<file path="src/include/tss_pkg.sv">
`default_nettype none
package tss_pkg;
  // timing: one interval step is one millisecond
  localparam int CLK_NS = 10;
  localparam int STEP_NS = 1000000;
  localparam int STEP_CYC = (STEP_NS + CLK_NS - 1) / CLK_NS;
  // widths: 3600 s in ms fits 22 bits; repeat count up to 2**24
  localparam int LVL_W = 16;
  localparam int TIM_W = 22;
  localparam int REP_W = 25;
  localparam int ERR_W = TIM_W + LVL_W;
  localparam int NPH = 5;
  // register byte offsets
  localparam logic [7:0] A_CTRL = 8'h00;
  localparam logic [7:0] A_STAT = 8'h04;
  localparam logic [7:0] A_START = 8'h08;
  localparam logic [7:0] A_PEAK = 8'h0c;
  localparam logic [7:0] A_TIM0 = 8'h10;
  localparam logic [7:0] A_REP = 8'h24;
  localparam logic [7:0] A_DCV = 8'h28;
  localparam logic [7:0] A_DCI = 8'h2c;
  localparam logic [7:0] A_STEP = 8'h04;
  // control and status field positions
  localparam int B_TYPE = 0;
  localparam int B_HOLD = 1;
  localparam int B_CONT = 2;
  localparam int B_SRC = 3;
  localparam int B_MODE = 5;
  localparam int B_OUT = 6;
  localparam int B_RUN = 8;
  localparam int B_STOP = 9;
  localparam int B_BUSY = 3;
  // reset values
  localparam logic [REP_W-1:0] REP_RST = 25'h0000001;
  localparam logic CONT_RST = 1'b1;
  localparam logic [ERR_W-1:0] ERR_ZERO = 38'h0;
  typedef enum logic [1:0] {
    SRC_KEY = 2'b00,
    SRC_IO = 2'b01,
    SRC_RMT = 2'b10
  } tss_src_t;
  typedef enum logic [2:0] {
    ST_IDLE = 3'b000,
    ST_DELAY = 3'b001,
    ST_RISE = 3'b010,
    ST_PEAK = 3'b011,
    ST_FALL = 3'b100,
    ST_ENDH = 3'b101
  } tss_st_t;
  // raw front-panel and trigger pins
  typedef struct packed {
    logic run;
    logic stop;
    logic runstop;
    logic dtrig;
  } tss_keys_t;
  // local setpoint request from front-panel logic
  typedef struct packed {
    logic valid;
    logic is_curr;
    logic [LVL_W-1:0] value;
  } tss_set_req_t;
endpackage
`default_nettype wire

</file>
<file path="src/rtl/tss_ramp.sv">
`timescale 1ns/1ns
`default_nettype none
module tss_ramp import tss_pkg::*; (
  input wire logic clk, // system clock
  input wire logic reset_n, // async reset, low
  input wire logic load, // start a new ramp
  input wire logic tick, // one interval step
  input wire logic [LVL_W-1:0] from_lvl, // ramp start value
  input wire logic [LVL_W-1:0] to_lvl, // ramp end value
  input wire logic [TIM_W-1:0] len, // ramp length in steps
  output logic [LVL_W-1:0] level_ff // present ramp value
);
  logic up_ff;
  logic [LVL_W-1:0] mag_ff;
  logic [LVL_W-1:0] to_ff;
  logic [ERR_W-1:0] err_ff;
  logic step;
  logic [ERR_W-1:0] nxt_err;

  // error-accumulator line: no divider, one lsb per clock while owed;
  // steps stay linear as long as a tick spans more clocks than lsbs owed
  always_comb begin
    step = (err_ff >= ERR_W'(len)) && (len != '0) && (level_ff != to_ff);
    nxt_err = err_ff;
    if (tick) begin
      nxt_err = nxt_err + ERR_W'(mag_ff);
    end
    if (step) begin
      nxt_err = nxt_err - ERR_W'(len);
    end
  end

  always_ff @(posedge clk or negedge reset_n) begin
    if (!reset_n) begin
      level_ff <= '0;
      up_ff <= 1'b1;
      mag_ff <= '0;
      to_ff <= '0;
      err_ff <= ERR_ZERO;
    end else if (load) begin
      level_ff <= from_lvl;
      to_ff <= to_lvl;
      up_ff <= to_lvl >= from_lvl;
      mag_ff <= (to_lvl >= from_lvl) ? to_lvl - from_lvl
                                     : from_lvl - to_lvl;
      err_ff <= ERR_ZERO;
    end else begin
      err_ff <= nxt_err;
      if (step) begin
        level_ff <= up_ff ? level_ff + 1'b1 : level_ff - 1'b1;
      end
    end
  end
endmodule // tss_ramp
`default_nettype wire

</file>
<file path="src/rtl/tss_top.sv">
// Added by the designer: the placing of the registers and the Avalon-MM slave port.
`timescale 1ns/1ns
`default_nettype none
// Notes on behaviour
// after a trigger, hold start level for the delay interval
// then ramp up from start level to peak over rise interval
// then hold the peak level for the peak width interval
// then ramp down from peak back to start over fall interval
// then hold start level for end interval, trapezoid done
// one start level serves before the rise and after the fall
// a separate peak level drives the top, any value in range
// type bit picks voltage or current target, voltage after reset
// restore mode returns setpoint to pre-sequence steady value
// hold-last mode keeps the final sequence value afterwards
// trigger from one selected source: key, input pin or remote
// run the trapezoid repeat-count times, 1 to 2**24, default 1
// continuous bit, set at reset, repeats without end
// setpoint changes are ignored while a sequence runs
// run request starts; stop or run/stop toggle aborts
// host programs unbounded repeat via the continuous bit
// host sets sequence mode and enables output before trigger
// host sets the key or immediate source for key triggering
// ramps are linear in time; zero-length phases are skipped
// triggers ignored while running; end option also on abort
module tss_top import tss_pkg::*; #(
  parameter int STEP_CYCLES = STEP_CYC // clocks per interval step
) (
  input wire logic clk, // 100 MHz system clock
  input wire logic reset_n, // async reset, low
  input wire logic [7:0] avs_address, // byte address
  input wire logic avs_read, // read request
  input wire logic avs_write, // write request
  input wire logic [31:0] avs_writedata, // write data
  output logic [31:0] avs_readdata_ff, // read data
  output logic avs_waitrequest_ff, // stall, high until answer
  input wire tss_keys_t keys_i, // asynchronous key and trigger pins
  input wire tss_set_req_t local_req, // front panel setpoint change
  output logic [LVL_W-1:0] volt_sp_ff, // voltage setpoint
  output logic [LVL_W-1:0] curr_sp_ff, // current setpoint
  output logic output_on_ff, // output enable
  output logic running_ff // sequence active
);
  tss_keys_t sync1_ff, sync2_ff, sync3_ff;
  tss_keys_t edge_k;
  logic type_ff, hold_ff, cont_ff, mode_ff;
  tss_src_t src_ff;
  logic [LVL_W-1:0] start_ff, peak_ff, dcv_ff, dci_ff;
  logic [TIM_W-1:0] tim_ff [NPH];
  logic [REP_W-1:0] rep_ff, cnt_ff, rep_eff;
  tss_st_t state_ff, nxt_state;
  logic [31:0] pre_ff;
  logic [TIM_W-1:0] el_ff, ph_len;
  logic tick, ph_done, wr_go, rd_go, rmt_run, rmt_stop;
  logic trig, accept, abort, last_rep, fin, idle, ramp_load;
  logic [LVL_W-1:0] seq_lvl, ramp_lvl, ramp_from, ramp_to;
  logic [LVL_W-1:0] nxt_dcv, nxt_dci;
  logic [31:0] rd_val;

  // two flops before any logic reads the pins, third for edges
  always_ff @(posedge clk or negedge reset_n) begin
    if (!reset_n) begin
      sync1_ff <= '0;
      sync2_ff <= '0;
      sync3_ff <= '0;
    end else begin
      sync1_ff <= keys_i;
      sync2_ff <= sync1_ff;
      sync3_ff <= sync2_ff;
    end
  end
  assign edge_k = sync2_ff & ~sync3_ff;

  // bus: one wait state, write lands at the edge waitrequest is low
  assign wr_go = avs_write && !avs_waitrequest_ff;
  assign rd_go = avs_read && avs_waitrequest_ff;
  always_ff @(posedge clk or negedge reset_n) begin
    if (!reset_n) begin
      avs_waitrequest_ff <= 1'b1;
      avs_readdata_ff <= '0;
    end else begin
      avs_waitrequest_ff <= !((avs_read || avs_write) &&
                              avs_waitrequest_ff);
      if (rd_go) begin
        avs_readdata_ff <= rd_val;
      end
    end
  end

  // read mux; unmapped addresses read zero
  always_comb begin
    rd_val = '0;
    unique case (avs_address)
      A_CTRL: begin
        rd_val[B_TYPE] = type_ff;
        rd_val[B_HOLD] = hold_ff;
        rd_val[B_CONT] = cont_ff;
        rd_val[B_SRC +: 2] = src_ff;
        rd_val[B_MODE] = mode_ff;
        rd_val[B_OUT] = output_on_ff;
      end
      A_STAT: begin
        rd_val[2:0] = state_ff;
        rd_val[B_BUSY] = running_ff;
      end
      A_START: rd_val[LVL_W-1:0] = start_ff;
      A_PEAK: rd_val[LVL_W-1:0] = peak_ff;
      A_REP: rd_val[REP_W-1:0] = rep_ff;
      A_DCV: rd_val[LVL_W-1:0] = dcv_ff;
      A_DCI: rd_val[LVL_W-1:0] = dci_ff;
      default: begin
        for (int i = 0; i < NPH; i++) begin
          if (avs_address == A_TIM0 + 8'(i * A_STEP)) begin
            rd_val[TIM_W-1:0] = tim_ff[i];
          end
        end
      end
    endcase
  end

  // run and stop bits of the control word are command pulses
  assign rmt_run = wr_go && avs_address == A_CTRL && avs_writedata[B_RUN];
  assign rmt_stop = wr_go && avs_address == A_CTRL &&
                    avs_writedata[B_STOP];

  // configuration is frozen while running so the shape stays consistent
  always_ff @(posedge clk or negedge reset_n) begin
    if (!reset_n) begin
      type_ff <= 1'b0;
      hold_ff <= 1'b0;
      cont_ff <= CONT_RST;
      src_ff <= SRC_RMT;
      mode_ff <= 1'b0;
      output_on_ff <= 1'b0;
      start_ff <= '0;
      peak_ff <= '0;
      rep_ff <= REP_RST;
    end else if (wr_go && idle) begin
      if (avs_address == A_CTRL) begin
        type_ff <= avs_writedata[B_TYPE];
        hold_ff <= avs_writedata[B_HOLD];
        cont_ff <= avs_writedata[B_CONT];
        src_ff <= tss_src_t'(avs_writedata[B_SRC +: 2]);
        mode_ff <= avs_writedata[B_MODE];
        output_on_ff <= avs_writedata[B_OUT];
      end
      if (avs_address == A_START) begin
        start_ff <= avs_writedata[LVL_W-1:0];
      end
      if (avs_address == A_PEAK) begin
        peak_ff <= avs_writedata[LVL_W-1:0];
      end
      if (avs_address == A_REP) begin
        rep_ff <= avs_writedata[REP_W-1:0];
      end
    end
  end

  // one interval register per phase
  for (genvar g = 0; g < NPH; g++) begin : g_tim
    always_ff @(posedge clk or negedge reset_n) begin
      if (!reset_n) begin
        tim_ff[g] <= '0;
      end else if (wr_go && idle &&
                   avs_address == A_TIM0 + 8'(g * A_STEP)) begin
        tim_ff[g] <= avs_writedata[TIM_W-1:0];
      end
    end
  end

  // trigger selection and abort
  assign idle = state_ff == ST_IDLE;
  always_comb begin
    unique case (src_ff)
      SRC_KEY: trig = edge_k.run || edge_k.runstop;
      SRC_IO: trig = edge_k.dtrig;
      SRC_RMT: trig = rmt_run;
      default: trig = 1'b0;
    endcase
  end
  assign accept = idle && trig && mode_ff && output_on_ff;
  assign abort = !idle && (edge_k.stop || edge_k.runstop || rmt_stop);

  // phase timing: a free step prescaler restarted on each phase entry
  assign tick = !idle && pre_ff == 32'(STEP_CYCLES - 1);
  assign ph_len = idle ? '0 : tim_ff[3'(state_ff - ST_DELAY)];
  assign ph_done = !idle && el_ff >= ph_len;
  assign rep_eff = (rep_ff == '0) ? REP_RST : rep_ff;
  assign last_rep = !cont_ff && (cnt_ff + 1'b1 >= rep_eff);
  assign fin = abort || (state_ff == ST_ENDH && ph_done && last_rep);

  always_comb begin
    nxt_state = state_ff;
    if (abort) begin
      nxt_state = ST_IDLE;
    end else if (accept) begin
      nxt_state = ST_DELAY;
    end else if (ph_done) begin
      unique case (state_ff)
        ST_DELAY: nxt_state = ST_RISE;
        ST_RISE: nxt_state = ST_PEAK;
        ST_PEAK: nxt_state = ST_FALL;
        ST_FALL: nxt_state = ST_ENDH;
        ST_ENDH: nxt_state = last_rep ? ST_IDLE : ST_RISE;
        default: nxt_state = ST_IDLE;
      endcase
    end
  end

  always_ff @(posedge clk or negedge reset_n) begin
    if (!reset_n) begin
      state_ff <= ST_IDLE;
      running_ff <= 1'b0;
    end else begin
      state_ff <= nxt_state;
      running_ff <= nxt_state != ST_IDLE;
    end
  end

  always_ff @(posedge clk or negedge reset_n) begin
    if (!reset_n) begin
      pre_ff <= '0;
      el_ff <= '0;
    end else if (nxt_state != state_ff || idle) begin
      pre_ff <= '0;
      el_ff <= '0;
    end else if (tick) begin
      pre_ff <= '0;
      el_ff <= el_ff + 1'b1;
    end else begin
      pre_ff <= pre_ff + 1'b1;
    end
  end

  // completed trapezoid count
  always_ff @(posedge clk or negedge reset_n) begin
    if (!reset_n) begin
      cnt_ff <= '0;
    end else if (accept) begin
      cnt_ff <= '0;
    end else if (state_ff == ST_ENDH && ph_done && !cont_ff) begin
      cnt_ff <= cnt_ff + 1'b1;
    end
  end

  // ramps load on entry to the rise or fall phase
  assign ramp_load = nxt_state != state_ff &&
                     (nxt_state == ST_RISE || nxt_state == ST_FALL);
  assign ramp_from = (nxt_state == ST_RISE) ? start_ff : peak_ff;
  assign ramp_to = (nxt_state == ST_RISE) ? peak_ff : start_ff;

  tss_ramp u_ramp (
    .clk(clk),
    .reset_n(reset_n),
    .load(ramp_load),
    .tick(tick),
    .from_lvl(ramp_from),
    .to_lvl(ramp_to),
    .len((state_ff == ST_FALL) ? tim_ff[3] : tim_ff[1]),
    .level_ff(ramp_lvl)
  );

  // sequence value per phase
  always_comb begin
    unique case (state_ff)
      ST_RISE, ST_FALL: seq_lvl = ramp_lvl;
      ST_PEAK: seq_lvl = peak_ff;
      default: seq_lvl = start_ff;
    endcase
  end

  // steady values: locked while running, take last value in hold mode
  always_comb begin
    nxt_dcv = dcv_ff;
    nxt_dci = dci_ff;
    if (!running_ff) begin
      if (local_req.valid && !local_req.is_curr) begin
        nxt_dcv = local_req.value;
      end
      if (local_req.valid && local_req.is_curr) begin
        nxt_dci = local_req.value;
      end
      if (wr_go && avs_address == A_DCV) begin
        nxt_dcv = avs_writedata[LVL_W-1:0];
      end
      if (wr_go && avs_address == A_DCI) begin
        nxt_dci = avs_writedata[LVL_W-1:0];
      end
    end else if (fin && hold_ff) begin
      if (type_ff) begin
        nxt_dci = seq_lvl;
      end else begin
        nxt_dcv = seq_lvl;
      end
    end
  end

  always_ff @(posedge clk or negedge reset_n) begin
    if (!reset_n) begin
      dcv_ff <= '0;
      dci_ff <= '0;
    end else begin
      dcv_ff <= nxt_dcv;
      dci_ff <= nxt_dci;
    end
  end

  // drive the target from the sequence, the other from its steady value
  always_ff @(posedge clk or negedge reset_n) begin
    if (!reset_n) begin
      volt_sp_ff <= '0;
      curr_sp_ff <= '0;
    end else begin
      volt_sp_ff <= (running_ff && !fin && !type_ff) ? seq_lvl
                                                   : nxt_dcv;
      curr_sp_ff <= (running_ff && !fin && type_ff) ? seq_lvl
                                                  : nxt_dci;
    end
  end
endmodule // tss_top
`default_nettype wire

</file>
<file path="config.mk">
export PLATFORM = sky130hd
export DESIGN_NAME = tss_top
export DESIGN_NICKNAME = d
export VERILOG_FILES = /design/src/include/tss_pkg.sv /design/src/rtl/tss_ramp.sv /design/src/rtl/tss_top.sv
export SDC_FILE = /design/constraint.sdc
export NUM_CORES = 1
export LEC_CHECK = 0
export ABC_AREA = 1
export CORE_MARGIN = 5
export CORE_UTILIZATION = 30
export CTS_BUF_LIST = sky130_fd_sc_hd__clkbuf_8
export DETAILED_ROUTE_END_ITERATION = 10
export DONT_BUFFER_PORTS = 1
export GPL_TIMING_DRIVEN = 0
export PLACE_DENSITY = 0.45
export SLEW_MARGIN = 15
export SYNTH_ARGS = -nofsm -noshare
export SYNTH_HDL_FRONTEND = slang
export SYNTH_SLANG_ARGS = --single-unit
export TNS_END_PERCENT = 5
</file>
<file path="constraint.sdc">
create_clock -name clk -period 6.65 [get_ports clk]
set_clock_uncertainty 0.05 [all_clocks]
set_input_delay 0.665 -clock clk [delete_from_list [all_inputs] [get_ports clk]]
set_output_delay 0.665 -clock clk [all_outputs]
set_load 0.02 [all_outputs]
</file>
==> results of run 1 <==
power by group:
group          leakage, nW  switching, W  internal, W
Combinational         8.34       0.00590      0.00281
Clock                 1.02       0.00134      0.00164
Sequential            5.89      0.000606      0.00330
Total                 15.2       0.00785      0.00774
state kept, by name, summed over array words and instances, names as in the netlist, 16 cells and up:
signal,count
pre_ff,32
dcv_ff,16
u_ramp.to_ff,16
volt_sp_ff,16
start_ff,16
cnt_ff,25
avs_readdata_ff,25
el_ff,22
u_ramp.mag_ff,16
dci_ff,16
rep_ff,25
u_ramp.level_ff,16
curr_sp_ff,16
u_ramp.err_ff,38
peak_ff,16
tim_ff,110
worst paths after layout:
check / to / start / slack (ns)
min in group clk: rep_ff[24]$_DFFE_PN0P_ / avs_writedata[24] / 0.08
max in group asynchronous: cnt_ff[20]$_DFFE_PN0P_ / reset_n / 5.49
hold / removal: el_ff[21]$_DFFE_PN0P_ / reset_n / -0.35
setup / recovery: u_ramp.mag_ff[13]$_DFFE_PN0P_ / state_ff[0]$_DFF_PN0_ / 0.32
hold reg to reg: sync2_ff[1]$_DFF_PN0_ / sync1_ff[1]$_DFF_PN0_ / 0.29
setup reg to reg: u_ramp.mag_ff[13]$_DFFE_PN0P_ / state_ff[0]$_DFF_PN0_ / 0.32
final cells by class:
cell class	count	share of cell area (%)
antenna	3	0.0228
buffer	159	2.33
clock buffer	110	4.59
clock inverter	44	0.922
inverter	509	5.83
multi-input combinational	2944	47.2
sequential	446	33.9
tap	1276	4.84
timing repair buffer	17	0.432
critical path: cells and delay by family (launching register included):
kind,cells,cell delay (ns)
compound gates,1,0.31
fa+ha+maj,3,0.87
buf+inv,11,1.58
flops,1,0.47
simple gates,27,2.87
kinds of logic after synthesis:
kind of cell	share of synthesized area [%]
buf+inv	9.11
compound gates	18.7
other cells	0.0128
fa+ha+maj	5.81
simple gates	24.1
flops	38.2
xor+xnor	4.10
layout by cell type (no fill, tap or decap), types with 27 or more instances in the layout:
cell         n
nand2_1   1081
inv_1      517
o21ai_0    509
dfrtp_1    440
nor2_1     278
a21oi_1    242
ha_1       130
nand3_1    123
clkbuf_8   111
clkbuf_1   109
xor2_1     105
nor3_1      60
nand4_1     52
o22ai_1     39
o21ai_1     37
a221oi_1    34
xnor2_1     31
nor4_1      27
per-layer routing:
layer	up-vias	track usage, %
met4	0	7.33
met2	948	35.9
met5	-	0
met1	13500	31.2
met3	229	4.05
li1	13600	-
stage by stage:
| step | instances | power (W) |
|---|---|---|
| 3_5_place_dp | 5339 | 0.0125 |
| 4_1_cts | 5496 | 0.0156 |
| 3_3_place_gp | 5337 | 0.0125 |
| 2_1_floorplan | 4061 | 0.00964 |
| 5_1_grt | 5506 | 0.0168 |
| 6_report | 5508 | 0.0156 |
repair_timing:
item                                    in CTS  in global routing
gates cloned                                 0                  0
buffers inserted                             0                  9
gates resized for setup                     37                 34
endpoints found under the hold margin      451                441
endpoints found under the setup margin     234                133
pin swaps                                    0                  3
==> flow_metrics.tcl, run 1 <==
set metrics [dict create \
    leakagePower_nw 15.2 \
    synth.area.top_cells "dfrtp_1 38%, nand2_1 14%, o21ai_0 8.9%" \
    synthCells 4055 \
    flow.area_growth_from_synthesis_pct 12.8 \
    num_rows 114 \
    cts-buffers-inserted 87 \
    drive_gt1_share_pct 6.76 \
    maxSlewHeadroom_pct -20.6 \
    clk_latency_ns 0.72 \
    clock_sinks 446 \
    hold_path_class "input port to async pin" \
    multi_input_area_um2 15600 \
    route.layer.met1.wl_um 54000 \
    power.density_cell_area_nw_per_um2 473 \
    detail_route.first_pass.iterations 6 \
    timing.critical_path.arrival_ns 6.87 \
    finalSetupViolCount 0 \
    post-dp-hpwl_um 90600 \
    avgSynthCellArea_um2 7.21 \
    drc 0 \
    synth_cell_types 71 \
    place.gp.congestion 0.935 \
    final_core_utilization_pct 34.1 \
    slew_violations 204 \
    grt_pass1_vias 27300 \
    rsz0062_at_grt "false" \
    cts_tree "done" \
    endpoint_kind "register" \
    dieHeight_um 322 \
    drt_wl_total_um 120000 \
    crit_required_ns 7.19 \
    grt_pass1_wl_um 178000 \
    floorplan.core_area_um2 96700 \
    post_cts_hold_buffer_count 6 \
    io-pin-count 133 \
    max_slew.worst_pin.slew_ns 1.81 \
    cts-htree-levels 3 \
    path_clk_slew_ns 0.06 \
    period_needed_ns 6.33 \
    route.antenna.remaining_nets 0 \
    yosys-top-cells-count "1083 x nand2_1, 522 x o21ai_0, 497 x inv_1" \
    detailroute.wirelength.met3_um 7660 \
    critPathSlowestCell "dfrtp_2" \
    ctsRootBufferMaster "clkbuf_8" \
    worst_path_most_repeated_cell "nand2_1" \
    cts_max_path_buffers 3 \
    layout.filler_cells 10500 \
    ff_latch_area_um2 11200 \
    ys_async_sr_fraction_pct 100 \
    timing.critical_path.from_type "register" \
    number_of_warnings_reported_in_the_yosys_synthesis_log 0 \
    rr_worst_depth 42 \
    synth_seq_area_share_pct 38.2 \
    grt_start_max_net_pins 447 \
    mappedNetlistArea_um2 29200 \
    initial_utilization_pct 30.2 \
    drt_iter0_markers 2469 \
    worst_hold_slack_ns -0.353 \
    synthesized_flop_and_latch_total 446 \
    overflow 0 \
    final_critical_path_setup_slack_ns 0.322 \
    yosysMostFrequentCell "nand2_1" \
    synth_largest_area_cell "dfrtp_1" \
    tns_ns 0 \
    die-width_um 322 \
    dominantRegCellSynth "dfrtp_1" \
    critical-path-max-stage-delay_ns 0.47 \
    dr_wl_met2_um 54000 \
    failed_checks "hold timing, slew limit" \
    via_per_inst 5.14 \
    synth_edf_count 0 \
    dpl_cell_area_um2 30900 \
    final_design_area_no_fill_um2 33000 \
    total_number_of_vias 28300 \
    routedWlPerCell_um 21.8 \
    placement.setup.worst_slack_ns -2.72 \
    antenna_violations_before_repair 4 \
    finalNetCount 4364 \
    run_status "complete, but fails checks" \
    finalHoldViolations 384 \
    top_layer_used "met4" \
    max_cap_violations 0 \
    area_share_of_the_largest_cell_type_after_synthesis_pct 37.7 \
    gr-usage-all-layers_pct 22.6 \
    timing_worst_setup_path_type "register to register" \
    achievable-frequency_mhz 158 \
    critical_path_peak_fanout 12 \
    numPortBuffers 0 \
    vdd_drop_max_uv 257 \
    design.die.area_um2 104000 \
    finalCritPeriodShare_pct 95.2 \
]
Power figures use the tool's default switching activity.
==> inputs of run 2 (changes only) <==
--- a/config.mk
+++ b/config.mk
@@ -6,6 +6,7 @@
 export NUM_CORES = 1
 export LEC_CHECK = 0
 export ABC_AREA = 1
+export CAP_MARGIN = 20
 export CORE_MARGIN = 5
 export CORE_UTILIZATION = 30
 export CTS_BUF_LIST = sky130_fd_sc_hd__clkbuf_8
==> constraint.sdc (replaced) <==
create_clock -name clk -period 6.2 [get_ports clk]
set_clock_uncertainty 0.05 [all_clocks]
set_input_delay 0.62 -clock clk [delete_from_list [all_inputs] [get_ports clk]]
set_output_delay 0.62 -clock clk [all_outputs]
set_load 0.02 [all_outputs]
==> run 2 against run 1 <==
Effect of this change:
- cell area up 1.1%
- worst hold slack worse by 0.060 ns
- highest routed layer is now met5
- clock-buffer cell count rose by 3
- the flow still finishes with violations (hold timing, slew limit)
==> flow_metrics.tcl, run 2 (synthesis gave the netlist of run 1 again) <==
set metrics [dict create \
    path_clk_slew_ns 0.06 \
    gr-usage-all-layers_pct 22.6 \
    finalNetCount 4380 \
    max_cap_violations 0 \
    vdd_drop_max_uv 353 \
    max_slew.worst_pin.slew_ns 1.84 \
    final_critical_path_setup_slack_ns 0.236 \
    post-dp-hpwl_um 90800 \
    dpl_cell_area_um2 30900 \
    io-pin-count 133 \
    grt_pass1_vias 27400 \
    cts_tree "done" \
    drc 0 \
    final_design_area_no_fill_um2 33400 \
    cts_max_path_buffers 3 \
    timing_worst_setup_path_type "register to register" \
    numPortBuffers 0 \
    critical_path_peak_fanout 12 \
    numPlacedInstances 5341 \
    fin_cells 5530 \
    worst_path_most_repeated_cell "nand2_1" \
    most-common-layout-cells "1078 x nand2_1, 517 x inv_1, 505 x o21ai_0, 440 x dfrtp_1, 273 x nor2_1" \
    slew_violations 165 \
    ctsRootBufferMaster "clkbuf_8" \
    reg_top3 "tim_ff (110), u_ramp.err_ff (38), pre_ff (32)" \
    registers.top_by_ff_count "tim_ff" \
    total_number_of_vias 28400 \
    clock_sinks 446 \
    drt_iter0_markers 2787 \
    design.die.area_um2 104000 \
    grt_pass1_wl_um 178000 \
    achievable-frequency_mhz 168 \
    dieHeight_um 322 \
    overflow 0 \
    num_rows 114 \
    timing.critical_path.from_type "register" \
    initial_utilization_pct 30.2 \
    power.density_cell_area_nw_per_um2 509 \
    cts-buffers-inserted 88 \
    largest_register_ff_count 110 \
    worst_hold_slack_ns -0.413 \
    cts-htree-levels 3 \
    timing.critical_path.arrival_ns 6.52 \
    critical-path-max-stage-delay_ns 0.43 \
    finalCritPeriodShare_pct 96.2 \
    crit_required_ns 6.76 \
    failed_checks "hold timing, slew limit" \
    drive_gt1_share_pct 7.76 \
    hold_path_class "input port to async pin" \
    route.antenna.remaining_nets 0 \
    post_cts_hold_buffer_count 9 \
    detail_route.first_pass.iterations 6 \
    final_common_cell "nand2_1" \
    run_status "complete, but fails checks" \
    finalHoldViolations 441 \
    endpoint_kind "register" \
    placement.setup.worst_slack_ns -3.14 \
    flow.area_growth_from_synthesis_pct 14.1 \
    leakagePower_nw 15.4 \
    period_needed_ns 5.96 \
    antenna_violations_before_repair 10 \
    maxSlewHeadroom_pct -22.4 \
    floorplan.core_area_um2 96700 \
    routedWlPerCell_um 21.8 \
    die-width_um 322 \
    grt_start_max_net_pins 447 \
    drt_wl_total_um 120000 \
    clk_latency_ns 0.75 \
    critPathSlowestCell "dfrtp_2" \
    finalSetupViolCount 0 \
    place.gp.congestion 0.935 \
    via_per_inst 5.14 \
    rsz0062_at_grt "true" \
]
run 2: changes by cell type in the layout (fill, tap and decap cells not counted), moves of 3 or more:
cell	change
nor2_1	-5
buf_4	+11
nand2_1	-3
ha_1	-3
o21ai_0	-4
nor2_2	+4
nand3_2	+3
nor3_1	-3
o21ai_2	+4
dlygate4sd3_1	+3
nand3_1	-4
run 2: repair_timing:
item,4_1_cts,5_1_grt
hold endpoints to repair,454,446
endpoints found under the setup margin,234,139
buffers inserted,6,12
resized for setup,53,66
pin swaps,3,16
cloned,0,0
run 2: critical path, delay by kind of cell (launching register included):
kind	cells	cell delay, ns
simple gates	24	2.55
buf+inv	12	1.41
flops	1	0.43
fa+ha+maj	3	0.88
compound gates	2	0.40
run 2: metrics by stage:
step | power [W] | util (%) | TNS, ns
floorplan | 0.0103 | - | 0
global placement | 0.0134 | 31.9 | -564.70
detailed placement | 0.0134 | 31.9 | -555.14
CTS | 0.0169 | 34.2 | 0
global route | 0.0183 | 34.5 | -1.58
finish | 0.0170 | 34.5 | 0
run 2: where the power goes:
group | leakage (nW) | internal [W] | total (W) | switching [W]
clock network | 1.05 | 0.00177 | 0.00325 | 0.00148
registers | 5.89 | 0.00354 | 0.00419 | 0.000653
logic | 8.44 | 0.00312 | 0.00956 | 0.00644
run 2: per-layer routing:
layer	global-route usage (%)	wire [µm]	share of wire (%)
met1	30.8	53700	45
met2	35.8	53900	45
met3	5.28	8680	7.2
met4	7.00	4070	3.4
met5	0	35	0.029
run 2: layout make-up:
type	instances	area, µm²
flip-flops and latches	446	11200
multi-input cells	2944	15700
repair buffers	33	272
clock inverters	47	332
clock buffers	113	1560
inverters	509	1930
plain buffers	158	788
well taps	1276	1600
fillers	10500	63300
diodes	4	10.0
run 2: worst paths after layout:
check / start / endpoint / slack (ns) / cells after the start
setup / recovery: state_ff[0]$_DFF_PN0_ / u_ramp.mag_ff[13]$_DFFE_PN0P_ / 0.24 / 41
hold / removal: reset_n / el_ff[20]$_DFFE_PN0P_ / -0.41 / 0
setup reg to reg: state_ff[0]$_DFF_PN0_ / u_ramp.mag_ff[13]$_DFFE_PN0P_ / 0.24 / 41
hold reg to reg: sync1_ff[3]$_DFF_PN0_ / sync2_ff[3]$_DFF_PN0_ / 0.30 / 0
max in group asynchronous: reset_n / output_on_ff$_DFFE_PN0P_ / 5.10 / 0
min in group clk: avs_writedata[4] / dci_ff[4]$_DFF_PN0_ / 0.14 / 4
